$ cat config.mk
export PLATFORM = sky130hd
export DESIGN_NAME = vos_video_out
export DESIGN_NICKNAME = d
export VERILOG_FILES = /design/src/rtl/vos_pkg.sv /design/src/rtl/vos_sync_edge.sv /design/src/rtl/vos_fetch_addr.sv /design/src/rtl/vos_video_out.sv
export SDC_FILE = /design/constraint.sdc
export NUM_CORES = 2
export LEC_CHECK = 0
export ABC_AREA = 0
export BUFFER_PORTS_ARGS = -buffer_cell sky130_fd_sc_hd__buf_4
export CAP_MARGIN = 20
export CORE_UTILIZATION = 45
export CTS_CLUSTER_SIZE = 14
export DETAILED_ROUTE_END_ITERATION = 10
export MAX_ROUTING_LAYER = met4
export SLEW_MARGIN = 10
export SYNTH_ARGS = -nofsm -noshare
export SYNTH_HDL_FRONTEND = slang
export SYNTH_HIERARCHICAL = 1
export SYNTH_SLANG_ARGS = --single-unit
export TNS_END_PERCENT = 10
$ cat constraint.sdc
create_clock -name clk -period 17.1 [get_ports clk]
set_input_delay 3.42 -clock clk [delete_from_list [all_inputs] [get_ports clk]]
set_output_delay 3.42 -clock clk [all_outputs]
set_load 0.01 [all_outputs]
$ cat src/rtl/vos_pkg.sv
package vos_pkg;

  // Register byte offsets
  localparam logic [5:0] VOS_OFS_CTRL   = 6'h00;
  localparam logic [5:0] VOS_OFS_DELAY  = 6'h04;
  localparam logic [5:0] VOS_OFS_PRESET = 6'h08;
  localparam logic [5:0] VOS_OFS_FLEN   = 6'h0c;
  localparam logic [5:0] VOS_OFS_LLEN   = 6'h10;
  localparam logic [5:0] VOS_OFS_MLEN   = 6'h14;
  localparam logic [5:0] VOS_OFS_STATUS = 6'h18;
  localparam logic [5:0] VOS_OFS_YBASE  = 6'h1c;
  localparam logic [5:0] VOS_OFS_UBASE  = 6'h20;
  localparam logic [5:0] VOS_OFS_VBASE  = 6'h24;
  localparam logic [5:0] VOS_OFS_STRIDE = 6'h28;
  localparam logic [5:0] VOS_OFS_OBASE  = 6'h2c;

  // Control field positions
  localparam int VOS_B_TSRC   = 0;
  localparam int VOS_B_ON     = 1;
  localparam int VOS_B_LOCK   = 2;
  localparam int VOS_B_POL    = 3;
  localparam int VOS_B_STREAM = 4;
  localparam int VOS_B_VFLAG  = 5;
  localparam int VOS_B_MSG    = 6;
  localparam int VOS_B_GO     = 7;
  localparam int VOS_B_FMT    = 8;
  localparam int VOS_B_SWAP   = 10;

  // Status field positions
  localparam int VOS_S_DRAIN  = 0;
  localparam int VOS_S_UNDER  = 1;
  localparam int VOS_S_LOCKED = 2;
  localparam int VOS_S_BUSY   = 3;
  localparam int VOS_S_LINE   = 16;

  // Reset values
  localparam logic [31:0] VOS_CTRL_RST   = 32'h0000_0000;
  localparam logic [15:0] VOS_DELAY_RST  = 16'h0000;
  localparam logic [15:0] VOS_PRESET_RST = 16'h0002;
  localparam logic [15:0] VOS_FLEN_RST   = 16'h020d;
  localparam logic [15:0] VOS_LLEN_RST   = 16'h0100;
  localparam logic [15:0] VOS_MLEN_RST   = 16'h0000;
  localparam logic [15:0] VOS_COUNT_ONE  = 16'h0001;

  typedef enum logic [1:0] {
    VOS_IDLE  = 2'b00,
    VOS_START = 2'b01,
    VOS_SEND  = 2'b11,
    VOS_END   = 2'b10
  } vos_xfer_t;

  typedef enum logic [1:0] {
    VOS_FMT_422C = 2'b00,
    VOS_FMT_422I = 2'b01,
    VOS_FMT_420  = 2'b10
  } vos_fmt_t;

endpackage

$ cat src/rtl/vos_sync_edge.sv
`timescale 1ns/1ps
module vos_sync_edge (
  // Clock and reset
  input  wire logic clk,
  input  wire logic reset_n,
  // Foreign level and its edges
  input  wire logic async_in,
  output logic      level,
  output logic      rise,
  output logic      fall
);
  logic meta_reg;
  logic sync_reg;
  logic last_reg;

  // First stage feeds only the second stage
  always_ff @(posedge clk) begin
    if (!reset_n) begin
      meta_reg <= 1'b0;
      sync_reg <= 1'b0;
      last_reg <= 1'b0;
    end else begin
      meta_reg <= async_in;
      sync_reg <= meta_reg;
      last_reg <= sync_reg;
    end
  end

  assign level = sync_reg;
  assign rise  = sync_reg & ~last_reg;
  assign fall  = ~sync_reg & last_reg;
endmodule

$ cat src/rtl/vos_fetch_addr.sv
`timescale 1ns/1ps
module vos_fetch_addr (
  // Clock and reset
  input  wire logic        clk,
  input  wire logic        reset_n,
  // Position and layout
  input  wire logic        step,
  input  wire logic [15:0] line,
  input  wire logic [15:0] pix,
  input  wire logic [1:0]  fmt,
  input  wire logic        swap,
  // Table bases
  input  wire logic [31:0] y_base,
  input  wire logic [31:0] u_base,
  input  wire logic [31:0] v_base,
  input  wire logic [15:0] stride,
  input  wire logic [31:0] ovl_base,
  // Overlay pixel word
  input  wire logic [15:0] ovl_word_in,
  // Fetch results
  output logic [31:0]      y_addr,
  output logic [31:0]      u_addr,
  output logic [31:0]      v_addr,
  output logic [31:0]      ovl_addr,
  output logic [15:0]      ovl_word_out
);
  import vos_pkg::*;

  logic [15:0] img_line;
  logic [15:0] img_pix;
  logic [15:0] c_line;
  logic [15:0] c_pix;
  logic [15:0] c_stride;

  assign img_line = line - VOS_COUNT_ONE;
  assign img_pix  = pix - VOS_COUNT_ONE;
  // Chroma tables are half width in every layout
  assign c_pix    = {1'b0, img_pix[15:1]};
  assign c_stride = {1'b0, stride[15:1]};
  // 4:2:0 chroma also has half the lines
  assign c_line   = (fmt == VOS_FMT_420) ?
                    {1'b0, img_line[15:1]} : img_line;

  // Same table walk for co-sited and interspersed; chroma filter is later
  always_ff @(posedge clk) begin
    if (!reset_n) begin
      y_addr <= 32'h0000_0000;
      u_addr <= 32'h0000_0000;
      v_addr <= 32'h0000_0000;
    end else if (step) begin
      y_addr <= y_base + img_line * stride + 32'(img_pix);
      u_addr <= u_base + c_line * c_stride + 32'(c_pix);
      v_addr <= v_base + c_line * c_stride + 32'(c_pix);
    end
  end

  // Overlay walks output pixels, two bytes each, with no upscale step
  always_ff @(posedge clk) begin
    if (!reset_n) begin
      ovl_addr     <= 32'h0000_0000;
      ovl_word_out <= 16'h0000;
    end else if (step) begin
      ovl_addr <= ovl_base + img_line * stride * 32'h2
                  + {15'h0000, img_pix, 1'b0};
      ovl_word_out <= swap ? {ovl_word_in[7:0], ovl_word_in[15:8]}
                           : ovl_word_in;
    end
  end
endmodule

$ cat src/rtl/vos_video_out.sv
// Overview of operation
// - Slave timing only when internal timing off, unit on and lock selected.
// - A control bit picks which frame sync edge is active.
// - First synchronising edge loads the frame line counter with the preload.
// - Line counter wraps to 1 after reaching the frame line total.
// - Active sync edge is delayed by the programmed count of link clocks.
// - Before the first sync edge, counters run free on programmed timing.
// - Output may glitch briefly after sync; the next frame is correct.
// - A matching later edge changes nothing; a mismatch resynchronises.
// - Stream mode, which also needs the valid flag bit, sends raw bytes, one per link clock, on rising edge.
// - Streaming valid flag frames the bytes, drops on end or underrun.
// - Line strobe pulses one link clock before the first valid byte.
// - Setting transfer go in message mode signals a start on line strobe.
// - Message end signals on frame sync, sets drained flag, raises event.
// - After a message the unit idles until transfer go is set again.
// - Images fetch in 4:2:2 co-sited, 4:2:2 interspersed or 4:2:0.
// - 4:2:2 planar chroma tables: same lines, half pixels of luma.
// - 4:2:0 planar chroma tables: half lines and half pixels.
// - Overlay is packed 4:2:2 plus alpha and never upscaled.
// - Each overlay pixel is one 16-bit word with 16-bit byte order.
// - With internal timing selected, unit on and no transfer mode, the unit drives line and frame timing.
`timescale 1ns/1ps
module vos_video_out (
  // Clock and reset
  input  wire logic        clk,
  input  wire logic        reset_n,
  // Avalon-MM register slave
  input  wire logic [5:0]  avs_address,
  input  wire logic        avs_read,
  input  wire logic        avs_write,
  input  wire logic [31:0] avs_writedata,
  output logic [31:0]      avs_readdata,
  output logic             avs_waitrequest,
  // Video link pins
  input  wire logic        video_out_clock,
  output logic [7:0]       video_byte_bus,
  output logic             line_strobe_pin,
  input  wire logic        frame_sync_i,
  output logic             frame_sync_o,
  output logic             frame_sync_oe,
  // Byte source
  input  wire logic [7:0]  src_byte,
  input  wire logic        src_valid,
  output logic             src_ready,
  // Memory fetch side
  input  wire logic [15:0] ovl_word_in,
  output logic [15:0]      ovl_word_out,
  output logic [31:0]      y_addr,
  output logic [31:0]      u_addr,
  output logic [31:0]      v_addr,
  output logic [31:0]      ovl_addr,
  // Message done event to host core
  output logic             host_event
);
  import vos_pkg::*;

  logic [31:0] ctrl_reg;
  logic [15:0] delay_reg;
  logic [15:0] preset_reg;
  logic [15:0] flen_reg;
  logic [15:0] llen_reg;
  logic [15:0] mlen_reg;
  logic [31:0] ybase_reg;
  logic [31:0] ubase_reg;
  logic [31:0] vbase_reg;
  logic [15:0] stride_reg;
  logic [31:0] obase_reg;
  logic        drained_reg;
  logic        under_reg;
  logic        locked_reg;
  logic        go_reg;
  logic        wait_reg;
  logic [31:0] rdata_reg;
  logic [15:0] line_reg;
  logic [15:0] pix_reg;
  logic [15:0] dly_cnt_reg;
  logic        dly_run_reg;
  vos_xfer_t   state_reg;
  logic [15:0] mcnt_reg;
  logic        strobe_reg;
  logic        mark_reg;
  logic [7:0]  byte_reg;
  logic        ready_reg;
  logic        ls_pin_reg;
  logic        fs_pin_reg;
  logic        fs_oe_reg;
  logic        event_reg;

  logic        tick;
  logic        fs_rise;
  logic        fs_fall;
  logic        wr_en;
  logic        master;
  logic        unit_on;
  logic        slave_mode;
  logic        msg_mode;
  logic        stream_ok;
  logic        xfer_mode;
  logic        act_edge;
  logic        fire;
  logic        match;
  logic        take;
  logic        underrun;
  logic        msg_done;
  logic [15:0] line_next;

  function automatic logic hit(input logic [5:0] a, input logic [5:0] o);
    hit = (a[5:2] == o[5:2]);
  endfunction

  vos_sync_edge u_vclk (
    .clk      (clk),
    .reset_n  (reset_n),
    .async_in (video_out_clock),
    .level    (),
    .rise     (tick),
    .fall     ()
  );

  vos_sync_edge u_fsync (
    .clk      (clk),
    .reset_n  (reset_n),
    .async_in (frame_sync_i),
    .level    (),
    .rise     (fs_rise),
    .fall     (fs_fall)
  );

  assign master     = ctrl_reg[VOS_B_TSRC];
  assign unit_on    = ctrl_reg[VOS_B_ON];
  assign msg_mode   = ctrl_reg[VOS_B_MSG];
  assign stream_ok  = ctrl_reg[VOS_B_STREAM] & unit_on
                      & ctrl_reg[VOS_B_VFLAG];
  assign xfer_mode  = stream_ok | msg_mode;
  assign slave_mode = ~master & unit_on & ctrl_reg[VOS_B_LOCK]
                      & ~xfer_mode;
  assign act_edge   = slave_mode &
                      (ctrl_reg[VOS_B_POL] ? fs_rise : fs_fall);

  // Bus slave: one wait cycle, then the access completes
  assign wr_en = avs_write & ~wait_reg;

  always_ff @(posedge clk) begin
    if (!reset_n) begin
      wait_reg <= 1'b1;
    end else if ((avs_read | avs_write) & wait_reg) begin
      wait_reg <= 1'b0;
    end else begin
      wait_reg <= 1'b1;
    end
  end

  always_ff @(posedge clk) begin
    if (!reset_n) begin
      rdata_reg <= 32'h0000_0000;
    end else if (avs_read & wait_reg) begin
      rdata_reg <= 32'h0000_0000;
      if (hit(avs_address, VOS_OFS_CTRL)) begin
        rdata_reg <= ctrl_reg;
      end
      if (hit(avs_address, VOS_OFS_DELAY)) begin
        rdata_reg <= {16'h0000, delay_reg};
      end
      if (hit(avs_address, VOS_OFS_PRESET)) begin
        rdata_reg <= {16'h0000, preset_reg};
      end
      if (hit(avs_address, VOS_OFS_FLEN)) begin
        rdata_reg <= {16'h0000, flen_reg};
      end
      if (hit(avs_address, VOS_OFS_LLEN)) begin
        rdata_reg <= {16'h0000, llen_reg};
      end
      if (hit(avs_address, VOS_OFS_MLEN)) begin
        rdata_reg <= {16'h0000, mlen_reg};
      end
      if (hit(avs_address, VOS_OFS_STATUS)) begin
        rdata_reg[VOS_S_DRAIN]  <= drained_reg;
        rdata_reg[VOS_S_UNDER]  <= under_reg;
        rdata_reg[VOS_S_LOCKED] <= locked_reg;
        rdata_reg[VOS_S_BUSY]   <= (state_reg != VOS_IDLE) | go_reg;
        rdata_reg[VOS_S_LINE +: 16] <= line_reg;
      end
      if (hit(avs_address, VOS_OFS_YBASE)) begin
        rdata_reg <= ybase_reg;
      end
      if (hit(avs_address, VOS_OFS_UBASE)) begin
        rdata_reg <= ubase_reg;
      end
      if (hit(avs_address, VOS_OFS_VBASE)) begin
        rdata_reg <= vbase_reg;
      end
      if (hit(avs_address, VOS_OFS_STRIDE)) begin
        rdata_reg <= {16'h0000, stride_reg};
      end
      if (hit(avs_address, VOS_OFS_OBASE)) begin
        rdata_reg <= obase_reg;
      end
    end
  end

  assign avs_waitrequest = wait_reg;
  assign avs_readdata    = rdata_reg;

  // Timing registers are shared with master operation
  always_ff @(posedge clk) begin
    if (!reset_n) begin
      ctrl_reg   <= VOS_CTRL_RST;
      delay_reg  <= VOS_DELAY_RST;
      preset_reg <= VOS_PRESET_RST;
      flen_reg   <= VOS_FLEN_RST;
      llen_reg   <= VOS_LLEN_RST;
      mlen_reg   <= VOS_MLEN_RST;
      ybase_reg  <= 32'h0000_0000;
      ubase_reg  <= 32'h0000_0000;
      vbase_reg  <= 32'h0000_0000;
      stride_reg <= 16'h0000;
      obase_reg  <= 32'h0000_0000;
    end else if (wr_en) begin
      if (hit(avs_address, VOS_OFS_CTRL)) begin
        ctrl_reg <= avs_writedata & ~(32'h1 << VOS_B_GO);
      end
      if (hit(avs_address, VOS_OFS_DELAY)) begin
        delay_reg <= avs_writedata[15:0];
      end
      if (hit(avs_address, VOS_OFS_PRESET)) begin
        preset_reg <= avs_writedata[15:0];
      end
      if (hit(avs_address, VOS_OFS_FLEN)) begin
        flen_reg <= avs_writedata[15:0];
      end
      if (hit(avs_address, VOS_OFS_LLEN)) begin
        llen_reg <= avs_writedata[15:0];
      end
      if (hit(avs_address, VOS_OFS_MLEN)) begin
        mlen_reg <= avs_writedata[15:0];
      end
      if (hit(avs_address, VOS_OFS_YBASE)) begin
        ybase_reg <= avs_writedata;
      end
      if (hit(avs_address, VOS_OFS_UBASE)) begin
        ubase_reg <= avs_writedata;
      end
      if (hit(avs_address, VOS_OFS_VBASE)) begin
        vbase_reg <= avs_writedata;
      end
      if (hit(avs_address, VOS_OFS_STRIDE)) begin
        stride_reg <= avs_writedata[15:0];
      end
      if (hit(avs_address, VOS_OFS_OBASE)) begin
        obase_reg <= avs_writedata;
      end
    end
  end

  // Go is a request latch, consumed when the message starts
  always_ff @(posedge clk) begin
    if (!reset_n) begin
      go_reg <= 1'b0;
    end else if (wr_en & hit(avs_address, VOS_OFS_CTRL)
                 & avs_writedata[VOS_B_GO] & avs_writedata[VOS_B_MSG]) begin
      go_reg <= 1'b1;
    end else if (tick & (state_reg == VOS_IDLE) & stream_ok == 1'b0
                 & msg_mode) begin
      go_reg <= 1'b0;
    end
  end

  // Sticky flags: hardware set beats a same-cycle write-one clear
  always_ff @(posedge clk) begin
    if (!reset_n) begin
      drained_reg <= 1'b0;
      under_reg   <= 1'b0;
    end else begin
      if (msg_done) begin
        drained_reg <= 1'b1;
      end else if (wr_en & hit(avs_address, VOS_OFS_STATUS)
                   & avs_writedata[VOS_S_DRAIN]) begin
        drained_reg <= 1'b0;
      end
      if (underrun) begin
        under_reg <= 1'b1;
      end else if (wr_en & hit(avs_address, VOS_OFS_STATUS)
                   & avs_writedata[VOS_S_UNDER]) begin
        under_reg <= 1'b0;
      end
    end
  end

  // Frame counters, free running until a sync edge lands
  assign line_next = (line_reg == flen_reg) ? VOS_COUNT_ONE
                     : line_reg + VOS_COUNT_ONE;
  assign fire  = tick & dly_run_reg & (dly_cnt_reg == 16'h0000);
  assign match = locked_reg & (pix_reg == llen_reg)
                 & (line_next == preset_reg);

  always_ff @(posedge clk) begin
    if (!reset_n) begin
      dly_run_reg <= 1'b0;
      dly_cnt_reg <= 16'h0000;
    end else if (act_edge) begin
      dly_run_reg <= 1'b1;
      dly_cnt_reg <= delay_reg;
    end else if (!slave_mode | fire) begin
      dly_run_reg <= 1'b0;
    end else if (tick & dly_run_reg) begin
      dly_cnt_reg <= dly_cnt_reg - VOS_COUNT_ONE;
    end
  end

  // A reload can cut a line short; the next frame is whole again
  always_ff @(posedge clk) begin
    if (!reset_n) begin
      line_reg <= VOS_COUNT_ONE;
      pix_reg  <= VOS_COUNT_ONE;
    end else if (!unit_on) begin
      line_reg <= VOS_COUNT_ONE;
      pix_reg  <= VOS_COUNT_ONE;
    end else if (fire & !match) begin
      line_reg <= preset_reg;
      pix_reg  <= VOS_COUNT_ONE;
    end else if (tick) begin
      if (pix_reg == llen_reg) begin
        pix_reg  <= VOS_COUNT_ONE;
        line_reg <= line_next;
      end else begin
        pix_reg <= pix_reg + VOS_COUNT_ONE;
      end
    end
  end

  always_ff @(posedge clk) begin
    if (!reset_n) begin
      locked_reg <= 1'b0;
    end else if (!slave_mode) begin
      locked_reg <= 1'b0;
    end else if (fire) begin
      locked_reg <= 1'b1;
    end
  end

  // Byte transfer engine, stepping once per link clock
  assign take     = tick & ready_reg & src_valid;
  assign underrun = tick & (state_reg == VOS_SEND) & ~src_valid
                    & (stream_ok | (mcnt_reg != mlen_reg));
  assign msg_done = tick & (state_reg == VOS_END);

  always_ff @(posedge clk) begin
    if (!reset_n) begin
      state_reg  <= VOS_IDLE;
      mcnt_reg   <= 16'h0000;
      strobe_reg <= 1'b0;
      mark_reg   <= 1'b0;
      ready_reg  <= 1'b0;
    end else if (tick) begin
      unique case (state_reg)
        VOS_IDLE: begin
          mark_reg <= 1'b0;
          if (stream_ok | (msg_mode & go_reg)) begin
            state_reg  <= VOS_START;
            strobe_reg <= 1'b1;
            ready_reg  <= 1'b1;
            mcnt_reg   <= 16'h0000;
          end
        end
        VOS_START: begin
          strobe_reg <= 1'b0;
          if (src_valid) begin
            state_reg <= VOS_SEND;
            mark_reg  <= stream_ok;
            mcnt_reg  <= VOS_COUNT_ONE;
            ready_reg <= stream_ok | (mlen_reg != VOS_COUNT_ONE);
          end
        end
        VOS_SEND: begin
          if (stream_ok) begin
            if (!src_valid) begin
              state_reg <= VOS_IDLE;
              mark_reg  <= 1'b0;
              ready_reg <= 1'b0;
            end
          end else if (msg_mode & (mcnt_reg == mlen_reg)) begin
            state_reg <= VOS_END;
            mark_reg  <= 1'b1;
            ready_reg <= 1'b0;
          end else if (!src_valid | !msg_mode) begin
            state_reg <= VOS_IDLE;
            mark_reg  <= 1'b0;
            ready_reg <= 1'b0;
          end else begin
            mcnt_reg <= mcnt_reg + VOS_COUNT_ONE;
            ready_reg <= (mcnt_reg + VOS_COUNT_ONE) != mlen_reg;
          end
        end
        VOS_END: begin
          state_reg <= VOS_IDLE;
          mark_reg  <= 1'b0;
        end
      endcase
    end
  end

  always_ff @(posedge clk) begin
    if (!reset_n) begin
      byte_reg <= 8'h00;
    end else if (take & (state_reg != VOS_END)) begin
      byte_reg <= src_byte;
    end
  end

  // Pin stage: transfer markers or internally made timing
  always_ff @(posedge clk) begin
    if (!reset_n) begin
      ls_pin_reg <= 1'b0;
      fs_pin_reg <= 1'b0;
      fs_oe_reg  <= 1'b0;
      event_reg  <= 1'b0;
    end else begin
      event_reg <= drained_reg;
      if (xfer_mode) begin
        ls_pin_reg <= strobe_reg;
        fs_pin_reg <= mark_reg;
        fs_oe_reg  <= 1'b1;
      end else if (master & unit_on) begin
        ls_pin_reg <= (pix_reg == VOS_COUNT_ONE);
        fs_pin_reg <= (line_reg == VOS_COUNT_ONE);
        fs_oe_reg  <= 1'b1;
      end else begin
        ls_pin_reg <= 1'b0;
        fs_pin_reg <= 1'b0;
        fs_oe_reg  <= 1'b0;
      end
    end
  end

  assign video_byte_bus  = byte_reg;
  assign line_strobe_pin = ls_pin_reg;
  assign frame_sync_o    = fs_pin_reg;
  assign frame_sync_oe   = fs_oe_reg;
  assign src_ready       = ready_reg;
  assign host_event      = event_reg;

  vos_fetch_addr u_fetch (
    .clk          (clk),
    .reset_n      (reset_n),
    .step         (tick & unit_on),
    .line         (line_reg),
    .pix          (pix_reg),
    .fmt          (ctrl_reg[VOS_B_FMT +: 2]),
    .swap         (ctrl_reg[VOS_B_SWAP]),
    .y_base       (ybase_reg),
    .u_base       (ubase_reg),
    .v_base       (vbase_reg),
    .stride       (stride_reg),
    .ovl_base     (obase_reg),
    .ovl_word_in  (ovl_word_in),
    .y_addr       (y_addr),
    .u_addr       (u_addr),
    .v_addr       (v_addr),
    .ovl_addr     (ovl_addr),
    .ovl_word_out (ovl_word_out)
  );
endmodule

; ---- Yosys cells after proc, flatten, opt, wreduce, memory -nomap -nowiden
; Index checks and enable logic that the tools add are counted.
[totals]
register_bits = 524
latch_bits = 0
ramBits = 0
mem_bits_ro = 0
in_bits = 69
out_inout_bits = 190
word_cells = 250
mem_count = 0
[op_classes]
add_sub_neg = 14
multipliers = 2
div_mod_pow = 0
n_lt_le_gt_ge = 0
n_eq_ne = 33
shifts = 0
mux = 65
bitwise = 55
reduce_logical = 39
[op_table]
columns = op, n
row1 = $mux 32, 11
row2 = $mux 16, 16
row3 = $add 32x32->32, 4
row4 = $add 32x15->32, 2
row5 = $eq 16x16->1, 4
row6 = $add 16x1->16 const B, 3
row7 = $pmux 16 s3, 1
row8 = $sub 16x1->16 const B, 3
row9 = $and 1x1->1, 37
row10 = $add 32x16->32, 1
row11 = $add 32x17->32, 1
row12 = $eq 16x1->1 const B, 2
row13 = $mul 16x16->32, 1
row14 = $ne 16x16->1, 2
row15 = $mul 16x15->31, 1
row16 = $reduce_and 2->1, 15
row17 = $mux 1, 26
row18 = $reduce_bool 2->1, 9
row19 = $eq 4x3->1 const B, 4
row20 = $eq 4x4->1 const B, 4
row21 = $logic_not 16->1, 1
row22 = $ne 16x1->1 const B, 1
row23 = $mux 2, 6
row24 = $ne 2x2->1 const B, 6
row25 = other kinds (23), 47

; ---- Longest topological paths before layout
[depth]
ltp_word = 13
mapped_depth = 43
depth_no_buf = 42

; ---- Hierarchy
; The synthesis kept the hierarchy.
[by_module_without_submodules]
columns = module, n_inst, cells_per_inst, area_each_um2, seq_area_each_um2
row1 = vos_fetch_addr, 1, 3465, 30404.2, 2882.8
row2 = vos_video_out, 1, 2346, 17937.2, 7487.2
row3 = vos_sync_edge, 2, 8, 91.3, 60.1

; ---- Least setup slack after synthesis
; No wires, ideal clock.
[synth_path]
path_type = reg2reg
from = register line_reg[0]
to = register u_fetch.u_addr[30]
arrival_time_ps = 9707
t_required_ps = 16980
setup_slack_ps = 7274
stages_incl_launch_ff = 40
path_buffers = 1
path_cell_list = dfxtp_1 clkbuf_1 inv_1 ha_1 nand2b_1 nor4_2 nand2_1 or4b_1 xnor2_2 mux2_2 and2_1 fa_1 inv_1 fa_1 inv_1 fa_1 fa_1 fa_1 [4 not listed] a21o_1 a21oi_1 o21bai_1 and2_1 or4_1 a211oi_2 nor3_1 or2_2 xor2_1 ha_1 ha_1 a21o_1 a21o_1 a21o_1 a2111oi_0 a21oi_1 and2_0 o31a_1
[synth_via]
elab_chain_cells = 5
[synth_lines]
columns = element, line_no
row1 = from (decl), vos_video_out.sv:74  ; logic [15:0] line_reg;
row2 = from (signal assigned), vos_video_out.sv:319  ; line_reg <= preset_reg;
row3 = from (signal assigned), vos_video_out.sv:324  ; line_reg <= line_next;
row4 = $sub 16x1->16, vos_fetch_addr.sv:35  ; assign img_line = line - VOS_COUNT_ONE;
row5 = $mux 16, vos_fetch_addr.sv:41  ; assign c_line = (fmt == VOS_FMT_420) ?
row6 = $mul 16x15->31, vos_fetch_addr.sv:52  ; u_addr <= u_base + c_line * c_stride + 32'(c_pix);
row7 = $add 32x32->32, vos_fetch_addr.sv:52
row8 = $add 32x15->32, vos_fetch_addr.sv:52
row9 = to (signal assigned), vos_fetch_addr.sv:52
row10 = to (decl), vos_fetch_addr.sv:22  ; output logic [31:0] u_addr,
; No other way between the ends.
; A chain may end at the register's enable or synchronous reset.

; ---- Final worst setup path
[layout_path]
from = register line_reg[7]
to = register u_fetch.v_addr[31]
[layout_via]
elab_chain_cells = 5
[layout_lines]
columns = element, line_no
row1 = $sub 16x1->16, vos_fetch_addr.sv:35
row2 = $mux 16, vos_fetch_addr.sv:41
row3 = $mul 16x15->31, vos_fetch_addr.sv:53  ; v_addr <= v_base + c_line * c_stride + 32'(c_pix);
row4 = $add 32x32->32, vos_fetch_addr.sv:53
row5 = $add 32x15->32, vos_fetch_addr.sv:53
row6 = to (signal assigned), vos_fetch_addr.sv:53
row7 = to (decl), vos_fetch_addr.sv:23  ; output logic [31:0] v_addr,
; No other way between the ends.

==> flow_metrics.tcl <==
set metrics [dict create \
    syn_avg_cell_area_sq_um 8.33 \
    post-dp-hpwl_mm 128 \
    htreeDepth 2 \
    cts_sinks 524 \
    first_pass_iters 6 \
    seqCellArea_sq_um 10500 \
    p_per_area_nw_per_um2 50.6 \
    rsz0062_at_grt "no" \
    grt_pass1_wl_mm 254 \
    multi_input_area_sq_um 34700 \
    die_area_sq_um 109000 \
    hold_violations 0 \
    cp_top_family "adder cells" \
    postCtsHoldBufs 0 \
    max_stage_delay_ns 0.99 \
    status "completed" \
    crit_required_ns 17.66 \
    worstHoldPathType "flip-flop to flip-flop" \
    vias 42446 \
    post_cts_resized 0 \
    routed_wl_mm 170 \
    crit_type "flip-flop to flip-flop" \
    grt_pass1_vias 40903 \
    num_io_pins 259 \
    timing.final.crit_share_pct 71.3 \
    cp.depth 41 \
    postCtsSetupRepairBufs 0 \
    startpoint "line_reg[7]" \
    grt_max_degree 132 \
    critPathCapture "u_fetch/v_addr[31]" \
    drtAntennaViolNets 0 \
    synthCells 5826 \
    yosysWarnings 6 \
    mappedNetlistNets 6722 \
    drc 0 \
    max_freq_ghz 0.0820 \
    viasPerCell 5.78 \
    irDropWorstVdd_mv 0.0914 \
    antenna_found_initial 5 \
    clockBufferDepth 3 \
    cts_tree "yes" \
    gp_congestion 0.964 \
    fin_skew_ns 0.0355 \
    slowest_stage "nor4_1" \
    cp_num_buf_inv 9 \
    clk_pin_slew_ns 0.06 \
    drive_above_1_share_pct 9.35 \
    die_height_um 330 \
    drv_slew 0 \
    r2r_end "u_fetch/v_addr[31]" \
    start_util_pct 45.4 \
    cp-start-kind "flip-flop" \
    timing.rr.start "line_reg[7]" \
    rows 120 \
    area_delta_synth_final_pct 10.5 \
    r2r_slack_ns 4.91 \
    finalSetupViolCount 0 \
    insertion_delay_ns 0.67 \
    power_w 0.00271 \
    grt_use_total_pct 31.7 \
    holdWs_ns 0.433 \
    finalNetCount 6788 \
    worst_setup_path_end_kind "flip-flop" \
    coreArea_sq_um 107000 \
    fillers 10405 \
    fin_crit_ns 12.19 \
    p_leak_nw 24.3 \
    drt_iter0_drc 3918 \
    cts_buffers 57 \
    portBuffers 256 \
    critPathMaxFanout 15 \
    syn-cell-area_sq_um 48500 \
    grt_overflow 0 \
    reg2regPathDepth 41 \
    maxSlewHeadroom_pct 22.3 \
    fin_setup_tns_ns 0 \
    max_cap_viol_count 0 \
    clock-root-buffer "clkbuf_16" \
    die_w_um 330 \
    arrival_ns 12.75 \
    drt-wirelength-per-cell_um 23.1 \
    tightest_slew_ns 1.16 \
]
==> where the power goes <==
part / switching (W) / total [W] / internal [W]
Combinational: 0.0000964 / 0.000135 / 0.0000387
Sequential: 0.00000877 / 0.00124 / 0.00123
Clock: 0.000560 / 0.00134 / 0.000779
==> per-stage QoR <==
step	area, sq um	utilization (%)	std cells	setup WS [ns]
3_3_place_gp	51600	48.2	7234	5.22
5_1_grt	53600	50.1	7345	4.43
3_5_place_dp	51600	48.2	7235	5.20
2_1_floorplan	48500	-	5826	7.27
4_1_cts	53600	50.1	7339	5.12
6_report	53600	50.1	7345	4.91
==> layout make-up <==
cell class,count,share of cell area (%)
diodes,5,0.0233
repair buffers,341,4.80
inverters,552,3.88
clock buffers,78,3.00
clock inverters,26,0.719
well taps,1403,3.28
flip-flops and latches,524,19.6
multi-input cells,4416,64.7
==> metal layers <==
layer	global-route usage, %	vias to the layer above	share of wire, %	routed length [um]
li1	-	19567	-	-
met1	40.6	20774	42	70600
met2	49.2	1748	45	77200
met3	4.52	357	7.6	12800
met4	14.9	0	5.5	9340
met5	-	-	0	0
==> cell usage in the layout (no fill, tap or decap), drive strengths merged, types with 66 or more instances in the layout <==
cell,instances
ha,387
fa,440
xnor2,149
o21ai,190
nor3,71
nand2,981
a21oi,492
buf,341
inv,553
xor2,119
nand3,84
dfxtp,524
nor2b,143
a211oi,66
and2,246
a21o,75
mux2i,106
clkbuf,78
nor2,211
==> worst min-delay path by stage <==
stage                startpoint            end  depth (start not counted)
5_1_grt        u_fsync/meta_reg  u_fsync/level                          1
4_1_cts        u_fsync/meta_reg  u_fsync/level                          1
2_1_floorplan  u_fsync/meta_reg  u_fsync/level                          1
3_5_place_dp   u_fsync/meta_reg  u_fsync/level                          1
3_3_place_gp    u_vclk/meta_reg   u_vclk/level                          1
6_report       u_fsync/meta_reg  u_fsync/level                          1
Note: power is estimated with default switching activity, not from simulation.
